--- src/logic/iybcs_params.svh ---
// Constants of the indexed-Y bus-cycle sequencer: opcodes, addresses and cycle counts.
// Assumes it is included by the package and by the sequencer, each by its bare name.
`ifndef IYBCS_PARAMS_SVH
`define IYBCS_PARAMS_SVH

`define IYBCS_PREBYTE 8'h18
`define IYBCS_OP_JUMP 8'h6e
`define IYBCS_OP_TEST 8'h6d
`define IYBCS_OP_CALL 8'had
`define IYBCS_OP_BIT_SET 8'h1c
`define IYBCS_OP_BIT_CLEAR 8'h1d
`define IYBCS_OP_BR_SET 8'h1e
`define IYBCS_OP_BR_CLEAR 8'h1f
`define IYBCS_IDLE_ADDR 16'hffff
`define IYBCS_LEN_JUMP 4'h4
`define IYBCS_LEN_SHORT 4'h5
`define IYBCS_LEN_WORD 4'h6
`define IYBCS_LEN_LONG 4'h7
`define IYBCS_LEN_BIT 4'h8
`define IYBCS_STEP_SHORT 16'h0003
`define IYBCS_STEP_BITMOD 16'h0004
`define IYBCS_STEP_BRANCH 16'h0005

`endif

--- src/logic/iybcs_pkg.sv ---
// Types and opcode decoding shared by the indexed-Y bus-cycle sequencer.
// Assumes the constants header is on the include path.
`default_nettype none
`include "iybcs_params.svh"

package iybcs_pkg;

  typedef enum logic [1:0] {
    ST_IDLE = 2'b01,
    ST_RUN = 2'b10
  } iybcs_state_t;

  typedef enum logic [3:0] {
    GRP_BAD, GRP_JUMP, GRP_READ8, GRP_RMW, GRP_TEST, GRP_ST8, GRP_LD16,
    GRP_ST16, GRP_ALU16, GRP_CALL, GRP_BITMOD, GRP_BRBIT
  } iybcs_grp_t;

  typedef struct packed {
    logic [15:0] addr;
    logic rw;
    logic [7:0] wdata;
    logic oe;
  } iybcs_bus_t;

  // Only the second opcode bytes that use the Y-indexed mode are recognised.
  function automatic iybcs_grp_t iybcs_decode(input logic [7:0] op);
    iybcs_grp_t g;
    g = GRP_BAD;
    case (op)
      `IYBCS_OP_JUMP: g = GRP_JUMP;
      `IYBCS_OP_TEST: g = GRP_TEST;
      `IYBCS_OP_CALL: g = GRP_CALL;
      `IYBCS_OP_BIT_SET, `IYBCS_OP_BIT_CLEAR: g = GRP_BITMOD;
      `IYBCS_OP_BR_SET, `IYBCS_OP_BR_CLEAR: g = GRP_BRBIT;
      8'h60, 8'h63, 8'h64, 8'h66, 8'h67, 8'h68, 8'h69, 8'h6a, 8'h6c, 8'h6f: g = GRP_RMW;
      8'ha3, 8'he3, 8'hac: g = GRP_ALU16;
      8'hae, 8'hec, 8'hee: g = GRP_LD16;
      8'haf, 8'hed, 8'hef: g = GRP_ST16;
      8'ha7, 8'he7: g = GRP_ST8;
      default: begin
        if ((op[7:4] == 4'ha || op[7:4] == 4'he) && op[3:0] <= 4'hb) begin
          g = GRP_READ8;
        end
      end
    endcase
    return g;
  endfunction

  function automatic logic [3:0] iybcs_len(input iybcs_grp_t g);
    logic [3:0] n;
    n = `IYBCS_LEN_BIT;
    case (g)
      GRP_JUMP: n = `IYBCS_LEN_JUMP;
      GRP_READ8, GRP_ST8: n = `IYBCS_LEN_SHORT;
      GRP_LD16, GRP_ST16: n = `IYBCS_LEN_WORD;
      GRP_RMW, GRP_TEST, GRP_ALU16, GRP_CALL: n = `IYBCS_LEN_LONG;
      default: n = `IYBCS_LEN_BIT;
    endcase
    return n;
  endfunction

endpackage

`default_nettype wire

--- src/logic/iybcs_seq.sv ---
// Bus-cycle sequencer for Y-indexed instructions: one bus cycle per clock.
// Assumes memory answers on data_i in the same cycle, synchronous to clk_i,
// and that an execution unit supplies store data and read-modify-write results.
`timescale 1ns/1ns
`default_nettype none
`include "iybcs_params.svh"

module iybcs_seq
  import iybcs_pkg::*;
(
  input wire logic clk_i,
  input wire logic reset_n_i,
  input wire logic start_i,
  input wire logic [15:0] pc_i,
  input wire logic [15:0] index_register_y_i,
  input wire logic [15:0] stack_ptr_i,
  input wire logic [15:0] store_data_i,
  input wire logic [7:0] rmw_result_i,
  input wire logic [7:0] data_i,
  output iybcs_bus_t bus_o,
  output logic busy_o,
  output logic [3:0] cycle_o,
  output logic done_o,
  output logic fault_o,
  output logic pc_load_o,
  output logic [15:0] next_pc_o,
  output logic [15:0] operand_o
);

  // ****************************************************************
  // State
  // ****************************************************************
  iybcs_state_t state_ff;
  iybcs_grp_t grp_ff;
  iybcs_bus_t bus_ff, nxt_bus;
  logic [3:0] cyc_ff, nxt_cyc;
  logic [15:0] pc_ff, sp_ff, ea_ff, operand_ff, ret_addr;
  logic [7:0] mask_ff, offset_ff, bit_result;
  logic op_lsb_ff, running, abort, finish, branch_taken, done_ff, fault_ff, pc_load_ff;
  logic [15:0] next_pc_ff, nxt_next_pc;
  logic nxt_pc_load;

  localparam iybcs_bus_t IDLE_BUS = '{addr: `IYBCS_IDLE_ADDR, rw: 1'b1, wdata: 8'h00, oe: 1'b0};

  assign running = (state_ff == ST_RUN);
  assign ret_addr = pc_ff + `IYBCS_STEP_SHORT;
  // A bad prebyte or an unknown second byte ends the sequence at once.
  assign abort = running && (((cyc_ff == 4'h1) && (data_i != `IYBCS_PREBYTE)) ||
                 ((cyc_ff == 4'h2) && (iybcs_decode(data_i) == GRP_BAD)));
  assign finish = running && (cyc_ff > 4'h3) && (cyc_ff == iybcs_len(grp_ff));
  assign bit_result = op_lsb_ff ? (operand_ff[7:0] & ~mask_ff) : (operand_ff[7:0] | mask_ff);
  assign branch_taken = op_lsb_ff ? ((operand_ff[7:0] & mask_ff) == 8'h00)
                                  : ((~operand_ff[7:0] & mask_ff) == 8'h00);

  // ****************************************************************
  // Sequencing
  // ****************************************************************
  always_ff @(posedge clk_i or negedge reset_n_i) begin
    if (!reset_n_i) begin
      state_ff <= ST_IDLE;
      cyc_ff <= 4'h0;
    end else if (!running) begin
      if (start_i) begin
        state_ff <= ST_RUN;
        cyc_ff <= 4'h1;
      end
    end else if (abort || finish) begin
      state_ff <= ST_IDLE;
      cyc_ff <= 4'h0;
    end else begin
      cyc_ff <= nxt_cyc;
    end
  end

  // ****************************************************************
  // Instruction capture
  // ****************************************************************
  always_ff @(posedge clk_i or negedge reset_n_i) begin
    if (!reset_n_i) begin
      pc_ff <= 16'h0000;
      sp_ff <= 16'h0000;
      grp_ff <= GRP_BAD;
      op_lsb_ff <= 1'b0;
    end else if (!running && start_i) begin
      pc_ff <= pc_i;
      sp_ff <= stack_ptr_i;
      grp_ff <= GRP_BAD;
    end else if (running && cyc_ff == 4'h2) begin
      grp_ff <= iybcs_decode(data_i);
      op_lsb_ff <= data_i[0];
    end
  end

  // The sum is formed in cycle 3 as the offset byte arrives and held through the idle cycle, so cycle 5 can use it.
  always_ff @(posedge clk_i or negedge reset_n_i) begin
    if (!reset_n_i) begin
      ea_ff <= 16'h0000;
    end else if (running && cyc_ff == 4'h3) begin
      ea_ff <= index_register_y_i + {8'h00, data_i};
    end
  end

  // ****************************************************************
  // Read data capture
  // ****************************************************************
  always_ff @(posedge clk_i or negedge reset_n_i) begin
    if (!reset_n_i) begin
      operand_ff <= 16'h0000;
      mask_ff <= 8'h00;
      offset_ff <= 8'h00;
    end else if (running) begin
      case (cyc_ff)
        4'h5: begin
          if (grp_ff == GRP_LD16 || grp_ff == GRP_ALU16) begin
            operand_ff <= {data_i, 8'h00};
          end else if (grp_ff != GRP_ST8 && grp_ff != GRP_ST16) begin
            operand_ff <= {8'h00, data_i};
          end
        end
        4'h6: begin
          if (grp_ff == GRP_LD16 || grp_ff == GRP_ALU16) begin
            operand_ff[7:0] <= data_i;
          end else if (grp_ff == GRP_BITMOD || grp_ff == GRP_BRBIT) begin
            mask_ff <= data_i;
          end
        end
        4'h7: begin
          if (grp_ff == GRP_BRBIT) begin
            offset_ff <= data_i;
          end
        end
        default: begin
        end
      endcase
    end
  end

  // ****************************************************************
  // Next bus cycle
  // ****************************************************************
  always_comb begin
    nxt_cyc = cyc_ff + 4'h1;
    nxt_bus = IDLE_BUS;
    case (nxt_cyc)
      4'h2: nxt_bus.addr = pc_ff + 16'h0001;
      4'h3: nxt_bus.addr = pc_ff + 16'h0002;
      4'h5: begin
        nxt_bus.addr = ea_ff;
        if (grp_ff == GRP_ST8) begin
          nxt_bus = '{addr: ea_ff, rw: 1'b0, wdata: store_data_i[7:0], oe: 1'b1};
        end else if (grp_ff == GRP_ST16) begin
          nxt_bus = '{addr: ea_ff, rw: 1'b0, wdata: store_data_i[15:8], oe: 1'b1};
        end
      end
      4'h6: begin
        case (grp_ff)
          GRP_LD16, GRP_ALU16: nxt_bus.addr = ea_ff + 16'h0001;
          GRP_ST16: nxt_bus = '{addr: ea_ff + 16'h0001, rw: 1'b0, wdata: store_data_i[7:0], oe: 1'b1};
          GRP_CALL: nxt_bus = '{addr: sp_ff, rw: 1'b0, wdata: ret_addr[7:0], oe: 1'b1};
          GRP_BITMOD, GRP_BRBIT: nxt_bus.addr = pc_ff + `IYBCS_STEP_SHORT;
          default: nxt_bus = IDLE_BUS;
        endcase
      end
      4'h7: begin
        case (grp_ff)
          GRP_RMW: nxt_bus = '{addr: ea_ff, rw: 1'b0, wdata: rmw_result_i, oe: 1'b1};
          GRP_CALL: nxt_bus = '{addr: sp_ff - 16'h0001, rw: 1'b0, wdata: ret_addr[15:8], oe: 1'b1};
          GRP_BRBIT: nxt_bus.addr = pc_ff + `IYBCS_STEP_BITMOD;
          default: nxt_bus = IDLE_BUS;
        endcase
      end
      4'h8: begin
        if (grp_ff == GRP_BITMOD) begin
          nxt_bus = '{addr: ea_ff, rw: 1'b0, wdata: bit_result, oe: 1'b1};
        end
      end
      default: nxt_bus = IDLE_BUS;
    endcase
  end

  always_ff @(posedge clk_i or negedge reset_n_i) begin
    if (!reset_n_i) begin
      bus_ff <= IDLE_BUS;
    end else if (!running) begin
      if (start_i) begin
        bus_ff <= '{addr: pc_i, rw: 1'b1, wdata: 8'h00, oe: 1'b0};
      end else begin
        bus_ff <= IDLE_BUS;
      end
    end else if (abort || finish) begin
      bus_ff <= IDLE_BUS;
    end else begin
      bus_ff <= nxt_bus;
    end
  end

  // ****************************************************************
  // Completion and program counter
  // ****************************************************************
  always_comb begin
    nxt_pc_load = 1'b0;
    nxt_next_pc = pc_ff + `IYBCS_STEP_SHORT;
    case (grp_ff)
      GRP_JUMP, GRP_CALL: begin
        nxt_pc_load = 1'b1;
        nxt_next_pc = ea_ff;
      end
      GRP_BITMOD: nxt_next_pc = pc_ff + `IYBCS_STEP_BITMOD;
      GRP_BRBIT: begin
        nxt_pc_load = branch_taken;
        nxt_next_pc = pc_ff + `IYBCS_STEP_BRANCH;
        if (branch_taken) begin
          nxt_next_pc = pc_ff + `IYBCS_STEP_BRANCH + {{8{offset_ff[7]}}, offset_ff};
        end
      end
      default: nxt_pc_load = 1'b0;
    endcase
  end

  always_ff @(posedge clk_i or negedge reset_n_i) begin
    if (!reset_n_i) begin
      done_ff <= 1'b0;
      fault_ff <= 1'b0;
      pc_load_ff <= 1'b0;
      next_pc_ff <= 16'h0000;
    end else begin
      done_ff <= finish;
      fault_ff <= abort;
      pc_load_ff <= finish && nxt_pc_load;
      if (finish) begin
        next_pc_ff <= nxt_next_pc;
      end
    end
  end

  assign bus_o = bus_ff;
  // The run bit of the one-hot state drives the port, so no decode sits in front of it.
  assign busy_o = state_ff[1];
  assign cycle_o = cyc_ff;
  assign done_o = done_ff;
  assign fault_o = fault_ff;
  assign pc_load_o = pc_load_ff;
  assign next_pc_o = next_pc_ff;
  assign operand_o = operand_ff;

endmodule // iybcs_seq

`default_nettype wire

--- config.mk ---
export PLATFORM = sky130hd
export DESIGN_NAME = iybcs_seq
export DESIGN_NICKNAME = d
export VERILOG_FILES = /design/src/logic/iybcs_pkg.sv /design/src/logic/iybcs_seq.sv
export VERILOG_INCLUDE_DIRS = /design/src /design/src/logic
export SDC_FILE = /design/constraint.sdc
export NUM_CORES = 1
export LEC_CHECK = 0
export ABC_AREA = 1
export CAP_MARGIN = 20
export CORE_MARGIN = 10
export CORE_UTILIZATION = 60
export DETAILED_ROUTE_END_ITERATION = 7
export DONT_BUFFER_PORTS = 1
export GPL_TIMING_DRIVEN = 0
export PLACE_DENSITY = 0.76
export SLEW_MARGIN = 10
export SYNTH_ARGS = -nofsm -noshare
export SYNTH_HDL_FRONTEND = slang
export SYNTH_SLANG_ARGS = --single-unit
export TNS_END_PERCENT = 50
--- constraint.sdc ---
create_clock -name clk_i -period 6.6 [get_ports clk_i]
set_clock_uncertainty 0.05 [all_clocks]
set_input_delay 0.66 -clock clk_i [delete_from_list [all_inputs] [get_ports clk_i]]
set_output_delay 0.66 -clock clk_i [all_outputs]
set_load 0.005 [all_outputs]
==> results_dict.tcl, run 1 <==
set metrics [dict create \
    status "finished, violations left" \
    violations "DRC" \
    clk_pin_slew_ns 0.07 \
    crit_start "pc_ff[1]$_DFFE_PN0P_" \
    ioPinCount 149 \
    crit_top_cell "nand2_1" \
    dp_slack_ns 3.10 \
    syn_avg_cell_area_um2 6.30 \
    hold_path.class "primary input to asynchronous set/reset pin" \
    setup_viol 0 \
    die_h_um 160 \
    antenna_found_initial 3 \
    dieArea_mm2 0.0256 \
    critical_path.startpoint_type "register" \
    fmax_mhz 272 \
    grt_max_degree 119 \
    dp_cells 2131 \
    num_vias 13785 \
    clock_power_share_pct 17.5 \
    layout.nets 2010 \
    min_period_ns 3.67 \
    r2r_slack_ns 2.93 \
    critical_path_arrival_ns 3.96 \
    power_frac_seq_pct 25.9 \
    nFillCells 1813 \
    critPathMaxStageDelay_ns 0.67 \
    leakage_nw 6.08 \
    start_util_pct 60.6 \
    area_growth_pct 8.27 \
    wl_um 51300 \
    clk_latency_ns 0.44 \
    synth-main-ff-cell "dfrtp_1" \
    clk_path_buf_depth 2 \
    cpMaxStageDelayCell "dfrtp_1" \
    critical_path.max_fanout 9 \
    gp_congestion 1.10 \
    switching_share_pct 55.4 \
    critPathRequiredTime_ns 6.89 \
    clk_root_buffer_cell "clkbuf_16" \
    ant_nets 0 \
    io_buffers 0 \
    seq_area_frac_synth_pct 29.1 \
    cts_resized 0 \
    maxSlewViolCount 0 \
    worst_slew_pin_slew_ns 1.03 \
    internal_power_w 0.00265 \
    wl_per_cell_um 23.6 \
    synth_edf_count 0 \
    rows 51 \
    crit_type "register to register" \
    grt_pass1_vias 12963 \
    cts_tree "done" \
    period_share_pct 55.6 \
    netlist_area_mm2 0.0118 \
    final.setup.tns_ns 0 \
    dp_hpwl_um 39700 \
    dr.pass1.iters 8 \
    vias_per_cell 6.36 \
    cts_sinks 136 \
    ir_drop_mv 0.256 \
    die_w_um 160 \
    synth_cell_type_count 52 \
    synth_cells 1866 \
    drcViolationCount 11 \
    post_dp_cell_area_mm2 0.0121 \
    grtUsageTotal_pct 38.5 \
    switchingPower_w 0.00329 \
    crit_path_end_kind "register" \
    crit_family "simple AND/OR/NAND/NOR gates" \
    drive_above_1_share_pct 7.90 \
    synth_warnings 0 \
    timing.final.ws_setup_ns 2.93 \
    synth_nets 1990 \
    relSlewSlack_pct 31.2 \
    power_density_mw_per_mm2 467 \
    htreeDepth 4 \
    maxCapViolCount 0 \
    cp_cell_sequence "ha_1, nand2_1, nand2_1, nand2_1, nor2_1, xor2_1, inv_1, ha_1, nand2_1, a21oi_1, nor2_1, nand2_1, nand2_1, nand2_1, nand2_1, nand3_1, nand2_1, o21ai_0, nand2_1, nand2_1, nand2_1" \
    worstReg2RegStart "pc_ff[1]$_DFFE_PN0P_" \
    core_region_area_mm2 0.0194 \
    combinationalPowerShare_pct 56.6 \
    final_hold_viol_count 0 \
    ys_ff_latch 136 \
    drtIter0Drc 1933 \
    postCtsSetupBuffers 0 \
    cts_inserted_buffers 17 \
    fin_util_pct 65.6 \
    synthArstFlopShare_pct 100 \
    path_buf_inv 1 \
    grt_pass1_wl_um 76700 \
    fin_area_mm2 0.0127 \
    stdcell_count 2168 \
    rsz0062_at_grt "false" \
    grt_overflow_total 0 \
]
[metal layers]
layer	vias up	GRT usage (%)	share of wire, %
li1	6131	-	-
met1	6348	44.4	35
met2	1033	61.8	45
met3	271	10.4	12
met4	2	25.8	7.9
met5	-	0	0.021
[registers in the layout (all words and copies together), names as in the netlist]
| signal | count |
|---|---|
| op_lsb_ff | 1 |
| ea_ff | 16 |
| sp_ff | 16 |
| state_ff | 2 |
| pc_load_o | 1 |
| pc_ff | 16 |
| mask_ff | 8 |
| offset_ff | 8 |
| done_o | 1 |
| operand_o | 16 |
| fault_o | 1 |
| next_pc_o | 16 |
| grp_ff | 4 |
| cycle_o | 4 |
| bus_o | 26 |
[through the flow]
step,total power (W),hold slack [ns]
6_report,0.00594,0.00853
3_3_place_gp,0.00460,0.321
3_5_place_dp,0.00467,0.322
5_1_grt,0.00622,0.00397
4_1_cts,0.00572,0.0160
2_1_floorplan,0.00352,0.314
[cell usage in the layout, fill, tap and decap left out, types with 5 or more instances in the layout]
cell       synthesis  final
a21oi_1           73     73
a22oi_1            5      5
a31oi_1            7      7
and2_1             6      6
buf_2             24     24
buf_4              8      8
clkbuf_1          17     19
clkbuf_16          0     17
dfrtp_1          118    118
dfstp_2           18     18
ha_1              39     39
inv_1            217    217
inv_2             16     16
nand2_1          514    514
nand2_2           11     11
nand3_1          194    194
nand4_1           39     39
nor2_1           226    226
nor2_2            12     12
nor2_4             7      7
nor3_1            17     17
o211ai_1          11     11
o21ai_0          153    153
o21ai_1           11     11
o21bai_1           7      7
o22ai_1           24     24
xnor2_1            8      8
xor2_1            37     37
[power groups by stage]
stage,registers [W],logic [W],clock network [W]
detailed placement,0.00153,0.00314,0
CTS,0.00152,0.00318,0.00103
global route,0.00156,0.00360,0.00106
floorplan,0.00136,0.00216,0
global placement,0.00152,0.00308,0
finish,0.00154,0.00337,0.00104
[area by class of cell]
type | count | area (um2) | share of cell area (%)
well taps | 265 | 332 | 2.61
diodes | 4 | 10.0 | 0.0786
clock inverters | 13 | 170 | 1.34
inverters | 237 | 892 | 7.01
multi-input cells | 1442 | 7170 | 56.3
repair buffers | 1 | 27.5 | 0.216
plain buffers | 51 | 267 | 2.09
clock buffers | 19 | 433 | 3.40
flip-flops and latches | 136 | 3430 | 26.9
[logic make-up (layout without fill, tap and decap cells)]
logic type,count (synthesis),after routing,share of synthesized area (%)
adders and majority gates,41,41,4.49
and+or+nand+nor,1051,1051,38.8
AOI/OAI and AO/OA,305,305,14.4
xor gates and xnor gates,45,45,3.35
other,0,4,0
DFF,136,136,29.1
buffers and inverters,288,321,9.86
[synthesized netlist by cell type (all sizes together) (12+ instances only)]
master	n	share of area [%]
o211ai	12	0.81
xor2	37	2.8
o21ai	164	7.0
ha	39	4.2
o22ai	24	1.3
nor2	245	8.5
dfstp	18	4.0
nand2	529	17
a21oi	74	3.2
clkbuf	17	0.54
nor3	20	1.0
buf	34	1.7
dfrtp	118	25
nand3	198	8.6
nand4	40	2.2
inv	234	7.5
[timing repair]
action	CTS	global route
hold buffers	1	0
setup endpoints to repair	0	0
hold endpoints to repair	118	0
[worst register-to-register path, cell delays in order, from the launching register on]
cell	delay (ns)
dfrtp_1	0.67
ha_1	0.42
nand2_1	0.12
nand2_1	0.17
nand2_1	0.09
nor2_1	0.19
xor2_1	0.22
inv_1	0.10
ha_1	0.36
nand2_1	0.11
a21oi_1	0.14
nor2_1	0.06
nand2_1	0.13
nand2_1	0.06
nand2_1	0.10
nand2_1	0.07
nand3_1	0.07
nand2_1	0.05
o21ai_0	0.21
nand2_1	0.07
nand2_1	0.07
nand2_1	0.04
[path summary, 6_finish.rpt]
check	endpoint	cells after the start
setup / recovery	next_pc_o[13]$_DFFE_PN0P_	21
hold / removal	bus_o[10]$_DFF_PN1_	0
setup reg to reg	next_pc_o[13]$_DFFE_PN0P_	21
hold reg to reg	mask_ff[6]$_DFFE_PN0P_	2
max in group asynchronous	next_pc_o[6]$_DFFE_PN0P_	1
min in group clk_i	sp_ff[14]$_DFFE_PN0P_	2
No activity file was read; power rests on OpenSTA's default activity.
==> inputs of run 2 (changes only) <==
--- a/config.mk
+++ b/config.mk
@@ -9,11 +9,11 @@
 export ABC_AREA = 1
 export CAP_MARGIN = 20
 export CORE_MARGIN = 10
-export CORE_UTILIZATION = 60
+export CORE_UTILIZATION = 59
 export DETAILED_ROUTE_END_ITERATION = 7
 export DONT_BUFFER_PORTS = 1
 export GPL_TIMING_DRIVEN = 0
-export PLACE_DENSITY = 0.76
+export PLACE_DENSITY = 0.78
 export SLEW_MARGIN = 10
 export SYNTH_ARGS = -nofsm -noshare
 export SYNTH_HDL_FRONTEND = slang
==> constraint.sdc (replaced) <==
create_clock -name clk_i -period 3 [get_ports clk_i]
set_clock_uncertainty 0.05 [all_clocks]
set_input_delay 0.3 -clock clk_i [delete_from_list [all_inputs] [get_ports clk_i]]
set_output_delay 0.3 -clock clk_i [all_outputs]
set_load 0.005 [all_outputs]
==> results_dict.tcl, run 2 (same netlist as run 1, synthesis figures left out) <==
set metrics [dict create \
    use_met3_pct 11.8 \
    power_density_mw_per_mm2 1020 \
    fin_area_mm2 0.0137 \
    cts_inserted_buffers 17 \
    worst_slew_pin_slew_ns 1.13 \
    cts_sinks 136 \
    core_region_area_mm2 0.0195 \
    grt_overflow_total 0 \
    min_period_ns 3.06 \
    crit_top_cell "nand2_1" \
    r2r_slack_ns -0.06 \
    wl_um 53500 \
    drcViolationCount 13 \
    grtUsageTotal_pct 38.8 \
    violations "DRC, hold timing, setup timing" \
    critical_path.startpoint_type "register" \
    crit_type "register to register" \
    met2_usage_pct 62.2 \
    final_hold_viol_count 137 \
    grtUsageMet1_pct 43.5 \
    rsz0062_at_grt "true" \
    clk_pin_slew_ns 0.07 \
    clk_root_buffer_cell "clkbuf_16" \
    grt_pass1_wl_um 77200 \
    grt_max_degree 137 \
    drtIter0Drc 1891 \
    critPathRequiredTime_ns 3.33 \
    fmax_mhz 326 \
    io_buffers 0 \
    timing.final.ws_setup_ns -0.0635 \
    die_h_um 161 \
    maxSlewViolCount 0 \
    critical_path_arrival_ns 3.39 \
    post_dp_cell_area_mm2 0.0121 \
    antenna_found_initial 2 \
    crit_start "pc_ff[1]$_DFFE_PN0P_" \
    critical_path.max_fanout 5 \
    setup_viol 2 \
    dr.pass1.iters 8 \
    area_growth_pct 16.9 \
    period_share_pct 102 \
    status "finished, violations left" \
    critPathMaxStageDelay_ns 0.47 \
    most-common-layout-cells "nand2_1 (498), nor2_1 (220), inv_1 (208)" \
    hold_path.class "primary input to asynchronous set/reset pin" \
    ioPinCount 149 \
    dp_hpwl_um 40200 \
    final_common_cell "nand2_1" \
    rows 51 \
    crit_path_end_kind "register" \
    cts_tree "done" \
    maxCapViolCount 0 \
    cp-endpoint "next_pc_o[8]$_DFFE_PN0P_" \
    leakage_nw 6.41 \
    r2r_end "next_pc_o[8]$_DFFE_PN0P_" \
    cp_cell_sequence "buf_4, ha_1, nand2_2, nand2_4, nand3_2, nand2_1, o21ai_2, inv_2, ha_4, nand2_2, nor3_2, nand2_1, o211ai_1, nand2_1, a21oi_1, nor2_2, o21ai_0, nor2_1, nor2_1" \
    grt_pass1_vias 13019 \
    ant_nets 0 \
    grt_most_used_layer "met2" \
    total_power_w 0.0140 \
    start_util_pct 60.2 \
    num_vias 14206 \
    clk_path_buf_depth 2 \
    htreeDepth 4 \
    worstReg2RegStart "pc_ff[1]$_DFFE_PN0P_" \
    hold_slack_ns -0.495 \
    cpMaxStageDelayCell "dfrtp_2" \
    ir_drop_mv 0.472 \
    largest_reg_flops 26 \
    clk_latency_ns 0.44 \
    relSlewSlack_pct 24.3 \
    ff2ff_path_depth 19 \
    layout.nets 2077 \
    wl_per_cell_um 24.0 \
    gp_congestion 1.11 \
    dieArea_mm2 0.0260 \
    vias_per_cell 6.36 \
    drive_above_1_share_pct 13.1 \
    dp_slack_ns -0.520 \
    die_w_um 161 \
]
-- run 2: cell count changes in the layout (fill, tap and decap cells not counted), moves of 7 or more --
cell	before	now
ha_4	0	12
inv_1	217	208
nand2_1	514	498
o21ai_0	153	146
dfrtp_2	0	9
dfrtp_1	118	109
dlygate4sd3_1	0	34
ha_1	39	27
buf_4	8	42
xor2_1	37	28
nand2_2	11	23
-- run 2: repair_timing --
item,in CTS,in global routing
buffers inserted,10,24
hold endpoints to repair,177,140
endpoints found under the setup margin,13,17
resized for setup,45,69
pin swaps,6,26
hold buffers,30,4
-- run 2: through the flow --
step	setup TNS, ns	utilization, %	cells	hold slack, ns
after floorplan	0	-	1866	-0.0456
after detailed placement	-3.36	61.9	2131	-0.0384
after CTS	-0.0148	67.7	2203	-0.492
after global routing	-0.699	70.4	2232	-0.501
final	-0.0665	70.4	2233	-0.495
after global placement	-2.95	61.9	2131	-0.0388
-- run 2: layout make-up --
class / instances / area (um2)
Timing Repair Buffer: 68 / 596
Clock buffer: 19 / 453
Clock inverter: 13 / 109
Tap cell: 265 / 332
Multi-Input combinational cell: 1442 / 7600
Fill cell: 1664 / 5780
Sequential cell: 136 / 3440
Buffer: 51 / 302
Inverter: 237 / 908
Antenna cell: 2 / 5.00
-- run 2: report_power, final --
group | leakage [nW] | internal (W) | switching, W
Sequential | 1.60 | 0.00252 | 0.000842
Clock | 0.270 | 0.00112 | 0.000959
Combinational | 4.54 | 0.00272 | 0.00583
Total | 6.41 | 0.00636 | 0.00763
-- run 2: metal layers --
metal  routed length (um)  vias up
met5                    0        -
met4                 4440        0
met3                 6960      307
met2                24200     1163
met1                17900     6478
li1                     -     6258
-- run 2: worst min path at each step --
stage	start	slack, ns	cells past startpoint	end
6_report	reset_n_i	-0.49	0	next_pc_o[13]$_DFFE_PN0P_
3_3_place_gp	reset_n_i	-0.04	0	sp_ff[15]$_DFFE_PN0P_
5_1_grt	reset_n_i	-0.50	0	next_pc_o[10]$_DFFE_PN0P_
4_1_cts	reset_n_i	-0.49	0	ea_ff[8]$_DFFE_PN0P_
3_5_place_dp	reset_n_i	-0.04	0	sp_ff[15]$_DFFE_PN0P_
2_1_floorplan	reset_n_i	-0.05	0	bus_o[0]$_DFF_PN0_
-- run 2: critical path, delay by kind of cell (launching register included) --
family	cells	cell delay [ns]
simple gates	11	1.05
compound gates	4	0.68
fa+ha+maj	2	0.50
flops	1	0.47
buf+inv	2	0.24
